$ cat config.mk
export PLATFORM = sky130hd
export DESIGN_NAME = sacc_control
export DESIGN_NICKNAME = d
export VERILOG_FILES = /design/src/sacc_pkg.sv /design/src/sacc_prescaler.sv /design/src/sacc_sar.sv /design/src/sacc_control.sv
export SDC_FILE = /design/constraint.sdc
export NUM_CORES = 1
export LEC_CHECK = 0
export BUFFER_PORTS_ARGS = -buffer_cell sky130_fd_sc_hd__buf_2
export CAP_MARGIN = 25
export CORE_ASPECT_RATIO = 0.9
export CORE_MARGIN = 3
export CORE_UTILIZATION = 24
export CTS_CLUSTER_SIZE = 40
export DETAILED_ROUTE_END_ITERATION = 6
export PLACE_DENSITY_LB_ADDON = 0.1
export SYNTH_ARGS = -nofsm -noshare
export SYNTH_HDL_FRONTEND = slang
export SYNTH_HIERARCHICAL = 1
export SYNTH_SLANG_ARGS = --single-unit
$ cat constraint.sdc
create_clock -name i_clk -period 7.21 [get_ports i_clk]
set_clock_uncertainty 0.2 [all_clocks]
set_input_delay 0.3605 -clock i_clk [delete_from_list [all_inputs] [get_ports i_clk]]
set_output_delay 0.3605 -clock i_clk [all_outputs]
set_load 0.03 [all_outputs]
$ cat src/sacc_pkg.sv
package sacc_pkg;

    // ********************************
    // widths
    // ********************************
    localparam int RESULT_BITS = 10;
    localparam int MUX_BITS    = 6;

    // ********************************
    // selection codes
    // ********************************
    localparam logic [5:0] TEMP_SENSOR_CODE = 6'h22;
    localparam logic [1:0] REF_SUPPLY       = 2'h0;
    localparam logic [1:0] REF_EXTERNAL     = 2'h1;
    localparam logic [1:0] REF_INTERNAL     = 2'h2;
    localparam logic [2:0] TRIG_DONE_FLAG   = 3'h0;

    // ********************************
    // timing in converter cycles, half cycles (X2 names), CPU cycles and clock rates
    // ********************************
    localparam int NORMAL_CYCLES     = 13;
    localparam int FIRST_CYCLES      = 25;
    localparam int AUTO_CYCLES_X2    = 27;
    localparam int NORMAL_SAMPLE_X2  = 3;
    localparam int FIRST_SAMPLE_X2   = 29;
    localparam int AUTO_SAMPLE_X2    = 4;
    localparam int SYNC_CPU_CYCLES   = 3;
    localparam int CLOCK_HZ          = 20000000;
    localparam int CONV_CLK_MIN_HZ   = 50000;
    localparam int CONV_CLK_MAX_HZ   = 200000;

    // ********************************
    // reset values
    // ********************************
    localparam logic [9:0] RESULT_RESET = 10'h000;

    typedef enum logic [1:0]
    {
        SACC_IDLE  = 2'b00,
        SACC_SYNC  = 2'b01,
        SACC_CONV  = 2'b11,
        SACC_DONE  = 2'b10
    } sacc_state_type;

endpackage

$ cat src/sacc_prescaler.sv
`timescale 1ns/1ps
module sacc_prescaler
(
    // clock and reset
    input  wire logic       i_clk,
    input  wire logic       i_reset,
    // control
    input  wire logic       i_enable,
    input  wire logic       i_restart,
    input  wire logic [2:0] i_prescaler_select,
    // half-period enables
    output logic            o_rise,
    output logic            o_fall
);
    logic [6:0] count;
    logic [6:0] limit;

    // divide by 2..128, select 0 behaves as 1
    always_comb
    begin
        limit = (i_prescaler_select == 3'h0) ? 7'h01 :
                7'((8'h01 << i_prescaler_select) - 8'h01);
    end

    always_ff @(posedge i_clk)
    begin
        if (i_reset || !i_enable || i_restart)
            count <= 7'h00;
        else if (count == limit)
            count <= 7'h00;
        else
            count <= count + 7'h01;
    end

    assign o_rise = i_enable && !i_restart && (count == limit);
    assign o_fall = i_enable && !i_restart && (count == 7'((limit >> 1)));
endmodule // sacc_prescaler

$ cat src/sacc_sar.sv
`timescale 1ns/1ps
module sacc_sar
(
    // clock and reset
    input  wire logic       i_clk,
    input  wire logic       i_reset,
    // control
    input  wire logic       i_start,
    input  wire logic       i_step,
    // comparator
    input  wire logic       i_compare,
    // trial code and result
    output logic [9:0]      o_trial,
    output logic [9:0]      o_code
);
    logic [9:0] bit_mask;

    always_ff @(posedge i_clk)
    begin
        if (i_reset)
        begin
            bit_mask <= 10'h000;
            o_trial  <= 10'h000;
            o_code   <= 10'h000;
        end
        else if (i_start)
        begin
            bit_mask <= 10'h200;
            o_trial  <= 10'h200;
        end
        else if (i_step && bit_mask != 10'h000)
        begin
            if (bit_mask == 10'h001)
                o_code <= i_compare ? o_trial : (o_trial & ~bit_mask);
            bit_mask <= bit_mask >> 1;
            o_trial  <= (i_compare ? o_trial : (o_trial & ~bit_mask)) | (bit_mask >> 1);
        end
    end
endmodule // sacc_sar

$ cat src/sacc_control.sv
`timescale 1ns/1ps
module sacc_control
(
    // clock and reset
    input  wire logic       i_clk,
    input  wire logic       i_reset,
    // control bits
    input  wire logic       i_converter_enable,
    input  wire logic       i_auto_trigger_enable,
    input  wire logic [2:0] i_trigger_source_select,
    input  wire logic [2:0] i_prescaler_select,
    input  wire logic       i_left_adjust_result,
    input  wire logic [1:0] i_reference_select,
    input  wire logic [5:0] i_input_select_field,
    input  wire logic       i_start_write,
    input  wire logic       i_done_flag_clear,
    // result reads
    input  wire logic       i_low_read,
    input  wire logic       i_high_read,
    // trigger events
    input  wire logic [7:0] i_trigger_events,
    // analog array
    input  wire logic       i_compare,
    output logic            o_analog_power,
    output logic            o_sample,
    output logic [9:0]      o_trial,
    output logic [1:0]      o_active_reference,
    output logic [5:0]      o_active_channel,
    output logic            o_gain_20x,
    output logic            o_differential,
    output logic            o_temp_sensor,
    // status
    output logic            o_start_conversion_bit,
    output logic            o_conversion_done_flag,
    output logic [7:0]      o_result_high_byte,
    output logic [7:0]      o_result_low_byte
);
    sacc_pkg::sacc_state_type state;
    logic [5:0] half_count;
    logic [5:0] end_half;
    logic [5:0] sample_half;
    logic       first_done;
    logic       blocked;
    logic       trig_prev;
    logic       trig_now;
    logic       trig_edge;
    logic [1:0] sync_count;
    logic       auto_run;
    logic       pending;
    logic       half_tick;
    logic       rise;
    logic       fall;
    logic       restart;
    logic       sar_start;
    logic       finish;
    logic       sar_step;
    logic       free_run;
    logic [9:0] code;
    logic [15:0] adjusted;

    // ********************************
    // trigger selection
    // ********************************
    // parameterless index over events
    always_comb
    begin
        trig_now = (i_trigger_source_select == sacc_pkg::TRIG_DONE_FLAG) ?
                   o_conversion_done_flag : i_trigger_events[i_trigger_source_select];
    end

    // edge detect; a source must fall before a new edge can appear; the done flag source never gives an edge
    assign trig_edge = i_auto_trigger_enable && trig_now && !trig_prev &&
                       (i_trigger_source_select != sacc_pkg::TRIG_DONE_FLAG);

    always_ff @(posedge i_clk)
    begin
        if (i_reset)
            trig_prev <= 1'b0;
        else
            trig_prev <= trig_now;
    end

    // ********************************
    // prescaler
    // ********************************
    // trigger restarts the divider for fixed latency
    assign restart = (state == sacc_pkg::SACC_IDLE) && trig_edge && i_converter_enable;

    sacc_prescaler u_prescaler
    (
        .i_clk              (i_clk),
        .i_reset            (i_reset),
        .i_enable           (i_converter_enable),
        .i_restart          (restart),
        .i_prescaler_select (i_prescaler_select),
        .o_rise             (rise),
        .o_fall             (fall)
    );

    assign half_tick = rise || fall;

    // ********************************
    // conversion sequencer
    // ********************************
    assign finish = (state == sacc_pkg::SACC_CONV) && half_tick && (half_count == end_half);

    always_ff @(posedge i_clk)
    begin
        if (i_reset || !i_converter_enable)
        begin
            state      <= sacc_pkg::SACC_IDLE;
            half_count <= 6'h00;
            end_half   <= 6'h00;
            sample_half <= 6'h00;
            sync_count <= 2'h0;
            auto_run   <= 1'b0;
        end
        else
        begin
            unique case (state)
                sacc_pkg::SACC_IDLE:
                begin
                    // synchronisation cycles before the trigger conversion
                    if (restart)
                    begin
                        state      <= sacc_pkg::SACC_SYNC;
                        sync_count <= 2'(sacc_pkg::SYNC_CPU_CYCLES - 1);
                        auto_run   <= 1'b1;
                    end
                    // manual start waits for the converter clock rise
                    else if (pending && rise)
                    begin
                        state       <= sacc_pkg::SACC_CONV;
                        half_count  <= 6'h00;
                        auto_run    <= 1'b0;
                        end_half    <= first_done ? 6'(2 * sacc_pkg::NORMAL_CYCLES - 1) :
                                                    6'(2 * sacc_pkg::FIRST_CYCLES - 1);
                        sample_half <= first_done ? 6'(sacc_pkg::NORMAL_SAMPLE_X2) :
                                                    6'(sacc_pkg::FIRST_SAMPLE_X2);
                    end
                end
                sacc_pkg::SACC_SYNC:
                begin
                    if (sync_count == 2'h0)
                    begin
                        state       <= sacc_pkg::SACC_CONV;
                        half_count  <= 6'h00;
                        end_half    <= first_done ? 6'(sacc_pkg::AUTO_CYCLES_X2 - 1) :
                                                    6'(2 * sacc_pkg::FIRST_CYCLES - 1);
                        sample_half <= first_done ? 6'(sacc_pkg::AUTO_SAMPLE_X2) :
                                                    6'(sacc_pkg::FIRST_SAMPLE_X2);
                    end
                    else
                        sync_count <= sync_count - 2'h1;
                end
                sacc_pkg::SACC_CONV:
                begin
                    if (finish)
                        state <= sacc_pkg::SACC_DONE;
                    else if (half_tick)
                        half_count <= half_count + 6'h01;
                end
                sacc_pkg::SACC_DONE:
                begin
                    // free running restarts on the next converter clock rise in idle; held trigger ignored
                    state <= sacc_pkg::SACC_IDLE;
                end
            endcase
        end
    end

    // the long first conversion is needed once per enable
    always_ff @(posedge i_clk)
    begin
        if (i_reset || !i_converter_enable)
            first_done <= 1'b0;
        else if (finish)
            first_done <= 1'b1;
    end

    // ********************************
    // start bit
    // ********************************
    // write sets, hardware clears; one during a conversion up to its completion cycle
    always_ff @(posedge i_clk)
    begin
        if (i_reset || !i_converter_enable)
            pending <= 1'b0;
        else if (i_start_write)
            pending <= 1'b1;
        else if (state == sacc_pkg::SACC_DONE && i_auto_trigger_enable &&
                 i_trigger_source_select == sacc_pkg::TRIG_DONE_FLAG)
            // free running keeps the start bit high
            pending <= 1'b1;
        else if (state == sacc_pkg::SACC_CONV && rise && !auto_run)
            pending <= 1'b0;
    end

    // free running keeps the start bit up through completion
    assign free_run = i_auto_trigger_enable &&
                      (i_trigger_source_select == sacc_pkg::TRIG_DONE_FLAG);

    // start bit drops in the completion cycle of a single conversion
    assign o_start_conversion_bit = (pending || state == sacc_pkg::SACC_SYNC ||
                                    (state == sacc_pkg::SACC_CONV && (!finish || free_run)) ||
                                    (state == sacc_pkg::SACC_DONE && free_run)) &&
                                    i_converter_enable;

    // ********************************
    // done flag
    // ********************************
    // raised even when the result is dropped; set wins over clear
    always_ff @(posedge i_clk)
    begin
        if (i_reset)
            o_conversion_done_flag <= 1'b0;
        else if (finish)
            o_conversion_done_flag <= 1'b1;
        else if (i_done_flag_clear)
            o_conversion_done_flag <= 1'b0;
    end

    // ********************************
    // selection latch
    // ********************************
    // copy until start, resume in the last cycle
    always_ff @(posedge i_clk)
    begin
        if (i_reset)
        begin
            o_active_reference <= sacc_pkg::REF_SUPPLY;
            o_active_channel   <= 6'h00;
        end
        else if (i_converter_enable && (state == sacc_pkg::SACC_IDLE ||
                 (state == sacc_pkg::SACC_CONV && half_count >= end_half - 6'h01)))
        begin
            o_active_reference <= i_reference_select;
            o_active_channel   <= i_input_select_field;
        end
    end

    // pair codes from eight up except the temperature code, gain from the low bit
    assign o_differential = (o_active_channel >= 6'h08) &&
                            (o_active_channel != sacc_pkg::TEMP_SENSOR_CODE);
    assign o_gain_20x     = o_differential && o_active_channel[0];
    assign o_temp_sensor  = (o_active_channel == sacc_pkg::TEMP_SENSOR_CODE);
    assign o_analog_power = i_converter_enable;

    // ********************************
    // analog array
    // ********************************
    // one-cycle sample strobe
    assign o_sample  = (state == sacc_pkg::SACC_CONV) && half_tick &&
                       (half_count == sample_half);
    assign sar_start = o_sample;

    // step on the half opposite the sample, so the last step
    // lands before completion even in the short tail of a first conversion
    assign sar_step  = (state == sacc_pkg::SACC_CONV) && half_tick &&
                       (half_count[0] != sample_half[0]);

    sacc_sar u_sar
    (
        .i_clk     (i_clk),
        .i_reset   (i_reset),
        .i_start   (sar_start),
        .i_step    (sar_step),
        .i_compare (i_compare),
        .o_trial   (o_trial),
        .o_code    (code)
    );

    // ********************************
    // result registers
    // ********************************
    // alignment choice
    assign adjusted = i_left_adjust_result ? {code, 6'h00} : {6'h00, code};

    // low read locks until the high read
    always_ff @(posedge i_clk)
    begin
        if (i_reset)
            blocked <= 1'b0;
        else if (i_low_read)
            blocked <= 1'b1;
        else if (i_high_read)
            blocked <= 1'b0;
    end

    always_ff @(posedge i_clk)
    begin
        if (i_reset)
        begin
            o_result_high_byte <= 8'h00;
            o_result_low_byte  <= 8'h00;
        end
        else if (finish && !blocked)
        begin
            o_result_high_byte <= adjusted[15:8];
            o_result_low_byte  <= adjusted[7:0];
        end
    end
endmodule // sacc_control

---- Word level (Yosys, flattened, before mapping) ----
Cells that the tools add are included.
storage, ports and cells
  flip-flop bits (word level) ............. 89
  output and inout port bits .............. 41
  logic and storage cells ................. 161
operators by class
  $add $sub $neg .......................... 5
  order comparisons ....................... 3
  equality and inequality tests ........... 20
  shifts and indexed selects .............. 1
  mux-type cells .......................... 45
  bitwise operators ....................... 4
  reductions and logical operators ........ 62
operators by type and width
  operator             count
  $mux 6               13
  $mux 10              5
  $logic_and 1x1->1    27
  $pmux 6 s2           2
  $pmux 6 s3           1
  $mux 16              1
  $ne 2x2->1 const B   7
  $eq 6x6->1           2
  $mux 2               6
  $mux 1               11
  $and 10x10->10       1
  $eq 10x1->1 const B  1
  $mux 5               2
  $not 10->10          1
  $or 10x9->10         1
  $reduce_bool 10->1   1
  $reduce_bool 2->1    5
  $reduce_and 3->1     3
  $reduce_bool 3->1    3
  $logic_or 1x1->1     8
  $pmux 2 s4           1
  $add 7x1->7 const B  1
  $eq 7x6->1           1
  $eq 7x7->1           1
  other kinds (26)     35

---- Longest topological paths before layout ----
  depth in word-level cells ............... 20
  gate-level depth with buffers ........... 16
  depth with buffers taken out ............ 14

---- By module ----
The synthesis kept the hierarchy.
modules (own cells, without submodules)
  module          times used  cells an instance  area an instance (sq um)  sequential area each (sq um)
  sacc_control    1           282                2437.3                    940.9
  sacc_sar        1           135                1208.7                    600.6
  sacc_prescaler  1           70                 559.3                     140.1

---- Worst setup path after synthesis ----
No wires, ideal clock.
  kind .................................... input port to flip-flop
  start ................................... in i_trigger_source_select[0]
  end ..................................... reg u_sar.bit_mask[0]
  arrival time ............................ 3.837 ns
  path slack .............................. 3.040 ns
  stages .................................. 16
  path through ............................ mux4_2 > nand2b_4 > and3_4 > buf_6 > nand2b_2 > a211oi_1 > o211ai_1 > a221oi_1 > nor2_1 > nor3_1 > nand2_1 > a21oi_1 > or2_2 > clkbuf_1 > clkbuf_1 > a21oi_1
on the way
  cells in the longest elaborated chain, start to end .. 15
ends and longest elaborated chain
  item                              line                  text
  start: declaration                sacc_control.sv:10    input wire logic [2:0] i_trigger_source_select,
  $bmux 1 s3                        sacc_control.sv:68    o_conversion_done_flag : i_trigger_events[i_trigger_source_select];
  $mux 1 (implied by the code)      sacc_control.sv:68
  $mux 1                            sacc_control.sv:67    trig_now = (i_trigger_source_select == sacc_pkg::TRIG_DONE_FLAG) ?
  $logic_and 1x1->1 (2 in a row)    sacc_control.sv:72    assign trig_edge = i_auto_trigger_enable && trig_now && !trig_prev &&
  $logic_and 1x1->1 *               sacc_control.sv:72
  $logic_and 1x1->1 * (2 in a row)  sacc_control.sv:87    assign restart = (state == sacc_pkg::SACC_IDLE) && trig_edge && i_converter_enable;
  via restart                       sacc_control.sv:53    logic restart;
  $logic_not 1->1 *                 sacc_prescaler.sv:36  assign o_fall = i_enable && !i_restart && (count == 7'((limit >> 1)));
  $logic_and 1x1->1 * (2 in a row)  sacc_prescaler.sv:36
  via fall                          sacc_control.sv:52    logic fall;
  $logic_or 1x1->1 *                sacc_control.sv:100   assign half_tick = rise || fall;
  $logic_and 1x1->1 * (2 in a row)  sacc_control.sv:253   assign o_sample = (state == sacc_pkg::SACC_CONV) && half_tick &&
  via o_sample                      sacc_control.sv:25    output logic o_sample,
  $reduce_or 2->1 (no line) *       n/a
  end signal: assignment            sacc_sar.sv:35        bit_mask <= bit_mask >> 1;
  end: declaration                  sacc_sar.sv:16        logic [9:0] bit_mask;
The timed path passes the listed nets; every way through them passes the cells marked *. The select of a mux whose other input is x is not followed.
A chain may end at the register's enable or synchronous reset.

---- Worst setup path in the final report ----
  start ................................... reg state[1]
  end ..................................... out o_sample
on the way
  cells in the longest elaborated chain, start to end .. 9
ends and longest elaborated chain
  item                            line                  text
  start: declaration              sacc_control.sv:38    sacc_pkg::sacc_state_type state;
  start signal: assignment        sacc_control.sv:111   state <= sacc_pkg::SACC_IDLE;
  start signal: assignment        sacc_control.sv:126   state <= sacc_pkg::SACC_SYNC;
  start signal: assignment        sacc_control.sv:133   state <= sacc_pkg::SACC_CONV;
  $logic_not 2->1                 sacc_control.sv:87
  $logic_and 1x1->1 (2 in a row)  sacc_control.sv:87
  $logic_not 1->1                 sacc_prescaler.sv:36
  $logic_and 1x1->1 (2 in a row)  sacc_prescaler.sv:36
  via fall                        sacc_control.sv:52
  $logic_or 1x1->1                sacc_control.sv:100
  $logic_and 1x1->1 (2 in a row)  sacc_control.sv:253
  end: declaration                sacc_control.sv:25
The timed path passes the listed nets, and every way through them passes these cells.

==> flow_summary.json <==
{
  "end_kind": "output pin",
  "synth-seq-area-share_pct": 40.0,
  "cts_buffer_depth": 2,
  "cts_resized": 0,
  "overflow": 0,
  "syn_area_sq_um": 4210,
  "gp_congestion": 0.794,
  "grt_max_degree": 49,
  "fp.dieW_um": 146,
  "antenna_cells": 0,
  "core-area_sq_um": 17000,
  "routed_wirelength_um": 11100,
  "synth_nets": 530,
  "viasPerCell": 4.59,
  "fmaxAchievable_mhz": 218,
  "hold_viol": 0,
  "netlist.area_leader.share_pct": 40.0,
  "nets": 589,
  "synth.top_cells.by_area": "dfxtp_1, mux2i_1, a21oi_1, nand2_1, nand2b_1",
  "ant_nets": 0,
  "htreeDepth": 3,
  "firstDrtPassIters": 4,
  "synth_warnings": 6,
  "tightest_slew_ns": 1.15,
  "utilization_pct": 29.6,
  "drive_gt1_share_pct": 18.7,
  "cts_root_buf": "clkbuf_16",
  "start_util_pct": 24.7,
  "areaGrowthSynthToFinish_pct": 19.8,
  "synthCells": 487,
  "placed_area_sq_um": 4750,
  "finalSetupTns_ns": 0,
  "hold_class": "primary input to register",
  "wl_per_cell_um": 14.1,
  "status": "complete, no violations",
  "whs_ns": 0.0182,
  "power_density_nw_per_um2": 198,
  "p_total_uw": 996,
  "grt_pass1_vias": 3593,
  "vdd_ir_drop_max_uv": 103,
  "antenna_found_initial": 0,
  "cap_violations": 0,
  "slew_headroom_pct": 23.0,
  "cts-hold-fix-buffers": 0,
  "yosys_register_bits": 84,
  "synth_edf_count": 0,
  "synth.avg_cell_area_sq_um": 8.64,
  "hpwlAfterDp_um": 8000,
  "grt_usage_pct": 11.9,
  "clk_pin_slew_ns": 0.07,
  "post-route-min-period_ns": 4.59,
  "cts_tree": "done",
  "rows": 45,
  "cts_buffers": 9,
  "clock-sinks": 84,
  "setup_viol": 0,
  "vias": 3606,
  "io_buffers": 71,
  "drcViolationCount": 0,
  "die_h_um": 132,
  "ios": 73,
  "crit_arrival_ns": 4.03,
  "cp-start-kind": "register",
  "rsz0062_at_grt": "no",
  "synth_cell_type_count": 60,
  "drtIter0Drc": 241,
  "p_leak_nw": 2.05,
  "fin_area_sq_um": 5040,
  "drv_slew": 0,
  "path_class": "register to output pin",
  "post_cts_buffers": 0,
  "synth_flop_cell": "dfxtp_1",
  "clk_latency_ns": 0.35,
  "fin_crit_sh_pct": 63.7,
  "async_reset_ff_share_pct": 0,
  "grt_first_pass_wirelength_um": 18500,
  "worstPathMaxFanout": 14,
  "dieArea_sq_um": 19100,
  "worstPathRequired_ns": 6.65,
  "synth_largest_area_cell": "dfxtp_1"
}
where the power goes:
group	total (mW)	internal [mW]	switching (mW)
logic	0.0756	0.0291	0.0465
registers	0.475	0.470	0.00536
clock network	0.445	0.245	0.200
total	0.996	0.744	0.252
metal layers:
metal,vias up,GRT usage [%],share of wire [%]
li1,1841,-,-
met1,1674,16.1,51
met2,79,17.9,43
met3,12,3.14,5.0
met4,0,4.91,1.7
met5,-,0,0
stage by stage:
stage               setup slack [ns]  cells
floorplan                       3.04    487
global placement                2.40    769
detailed placement              2.44    770
CTS                             2.54    786
global route                    2.15    786
finish                          2.62    786
cell usage after synthesis, drive strengths merged (2+ instances only):
library cell   n
a211oi        11
a21oi         42
a221oi         2
a31oi          3
and2           2
and3           3
and3b          2
buf            9
clkbuf        17
dfxtp         84
ha            11
inv           26
mux2i         27
nand2         52
nand2b        28
nand3         20
nand3b        10
nand4          2
nand4b         4
nor2          29
nor2b          3
nor3           8
nor3b          5
nor4           3
o211a          4
o211ai        11
o21ai         18
o22ai          4
o31ai          2
or2            4
or3            3
or4            6
xnor2         11
xor2           7
sequential cells by signal, indices dropped and copies added (netlist names), 2 cells and up:
register,count
end_half,4
u_sar/o_trial,10
u_prescaler/count,7
sample_half,3
o_result_high_byte,8
o_result_low_byte,8
half_count,6
o_active_reference,2
u_sar/bit_mask,10
state,2
u_sar/o_code,10
o_active_channel,6
sync_count,2
cell type report:
cell class | count | area, sq um
Sequential cell | 84 | 1680
Timing Repair Buffer | 74 | 382
Tap cell | 235 | 294
Clock inverter | 6 | 47.5
Fill cell | 1875 | 12000
Clock buffer | 10 | 239
Inverter | 26 | 97.6
Multi-Input combinational cell | 351 | 2300
critical path, cell delays in order (launching register included):
cell,delay [ns]
dfxtp_1,0.60
or2_1,0.31
nor4_1,0.09
and3_4,0.25
nand2b_2,0.22
a211oi_1,0.24
o211ai_1,0.13
a221oi_1,0.38
nor2_1,0.15
nor3_1,0.39
nand2_1,0.10
a21oi_1,0.48
buf_2,0.33
cells in the final DEF (no fill, tap or decap), drive strengths merged, types with 5 or more instances in the layout:
master,n
inv,27
nand3,20
o211ai,11
a21oi,42
xnor2,11
a211oi,11
ha,11
nor2,29
mux2i,27
xor2,7
o21ai,18
dfxtp,84
nand3b,10
nor3,8
buf,74
nand2b,28
nand2,52
clkbuf,10
nor3b,5
or4,6
logic make-up (layout without fill, tap and decap cells):
logic type	after synthesis	in the layout	synth area share [%]
muxes	28	28	6.96
adders and majority gates	11	11	3.27
DFF	84	84	40.0
xor gates and xnor gates	18	18	3.75
AOI/OAI and AO/OA	107	107	16.5
and+or+nand+nor	187	187	24.1
buffers and inverters	52	116	5.41
final timing paths:
path,startpoint,endpoint,slack (ns),depth (start not counted)
min,i_low_read,blocked,0.02,3
max,state[1],o_sample,2.62,12
max reg2reg,state[1],u_sar/o_code[9],2.67,14
min reg2reg,o_result_high_byte[5],o_result_high_byte[5],0.25,2
No activity file was read; power rests on OpenSTA's default activity.
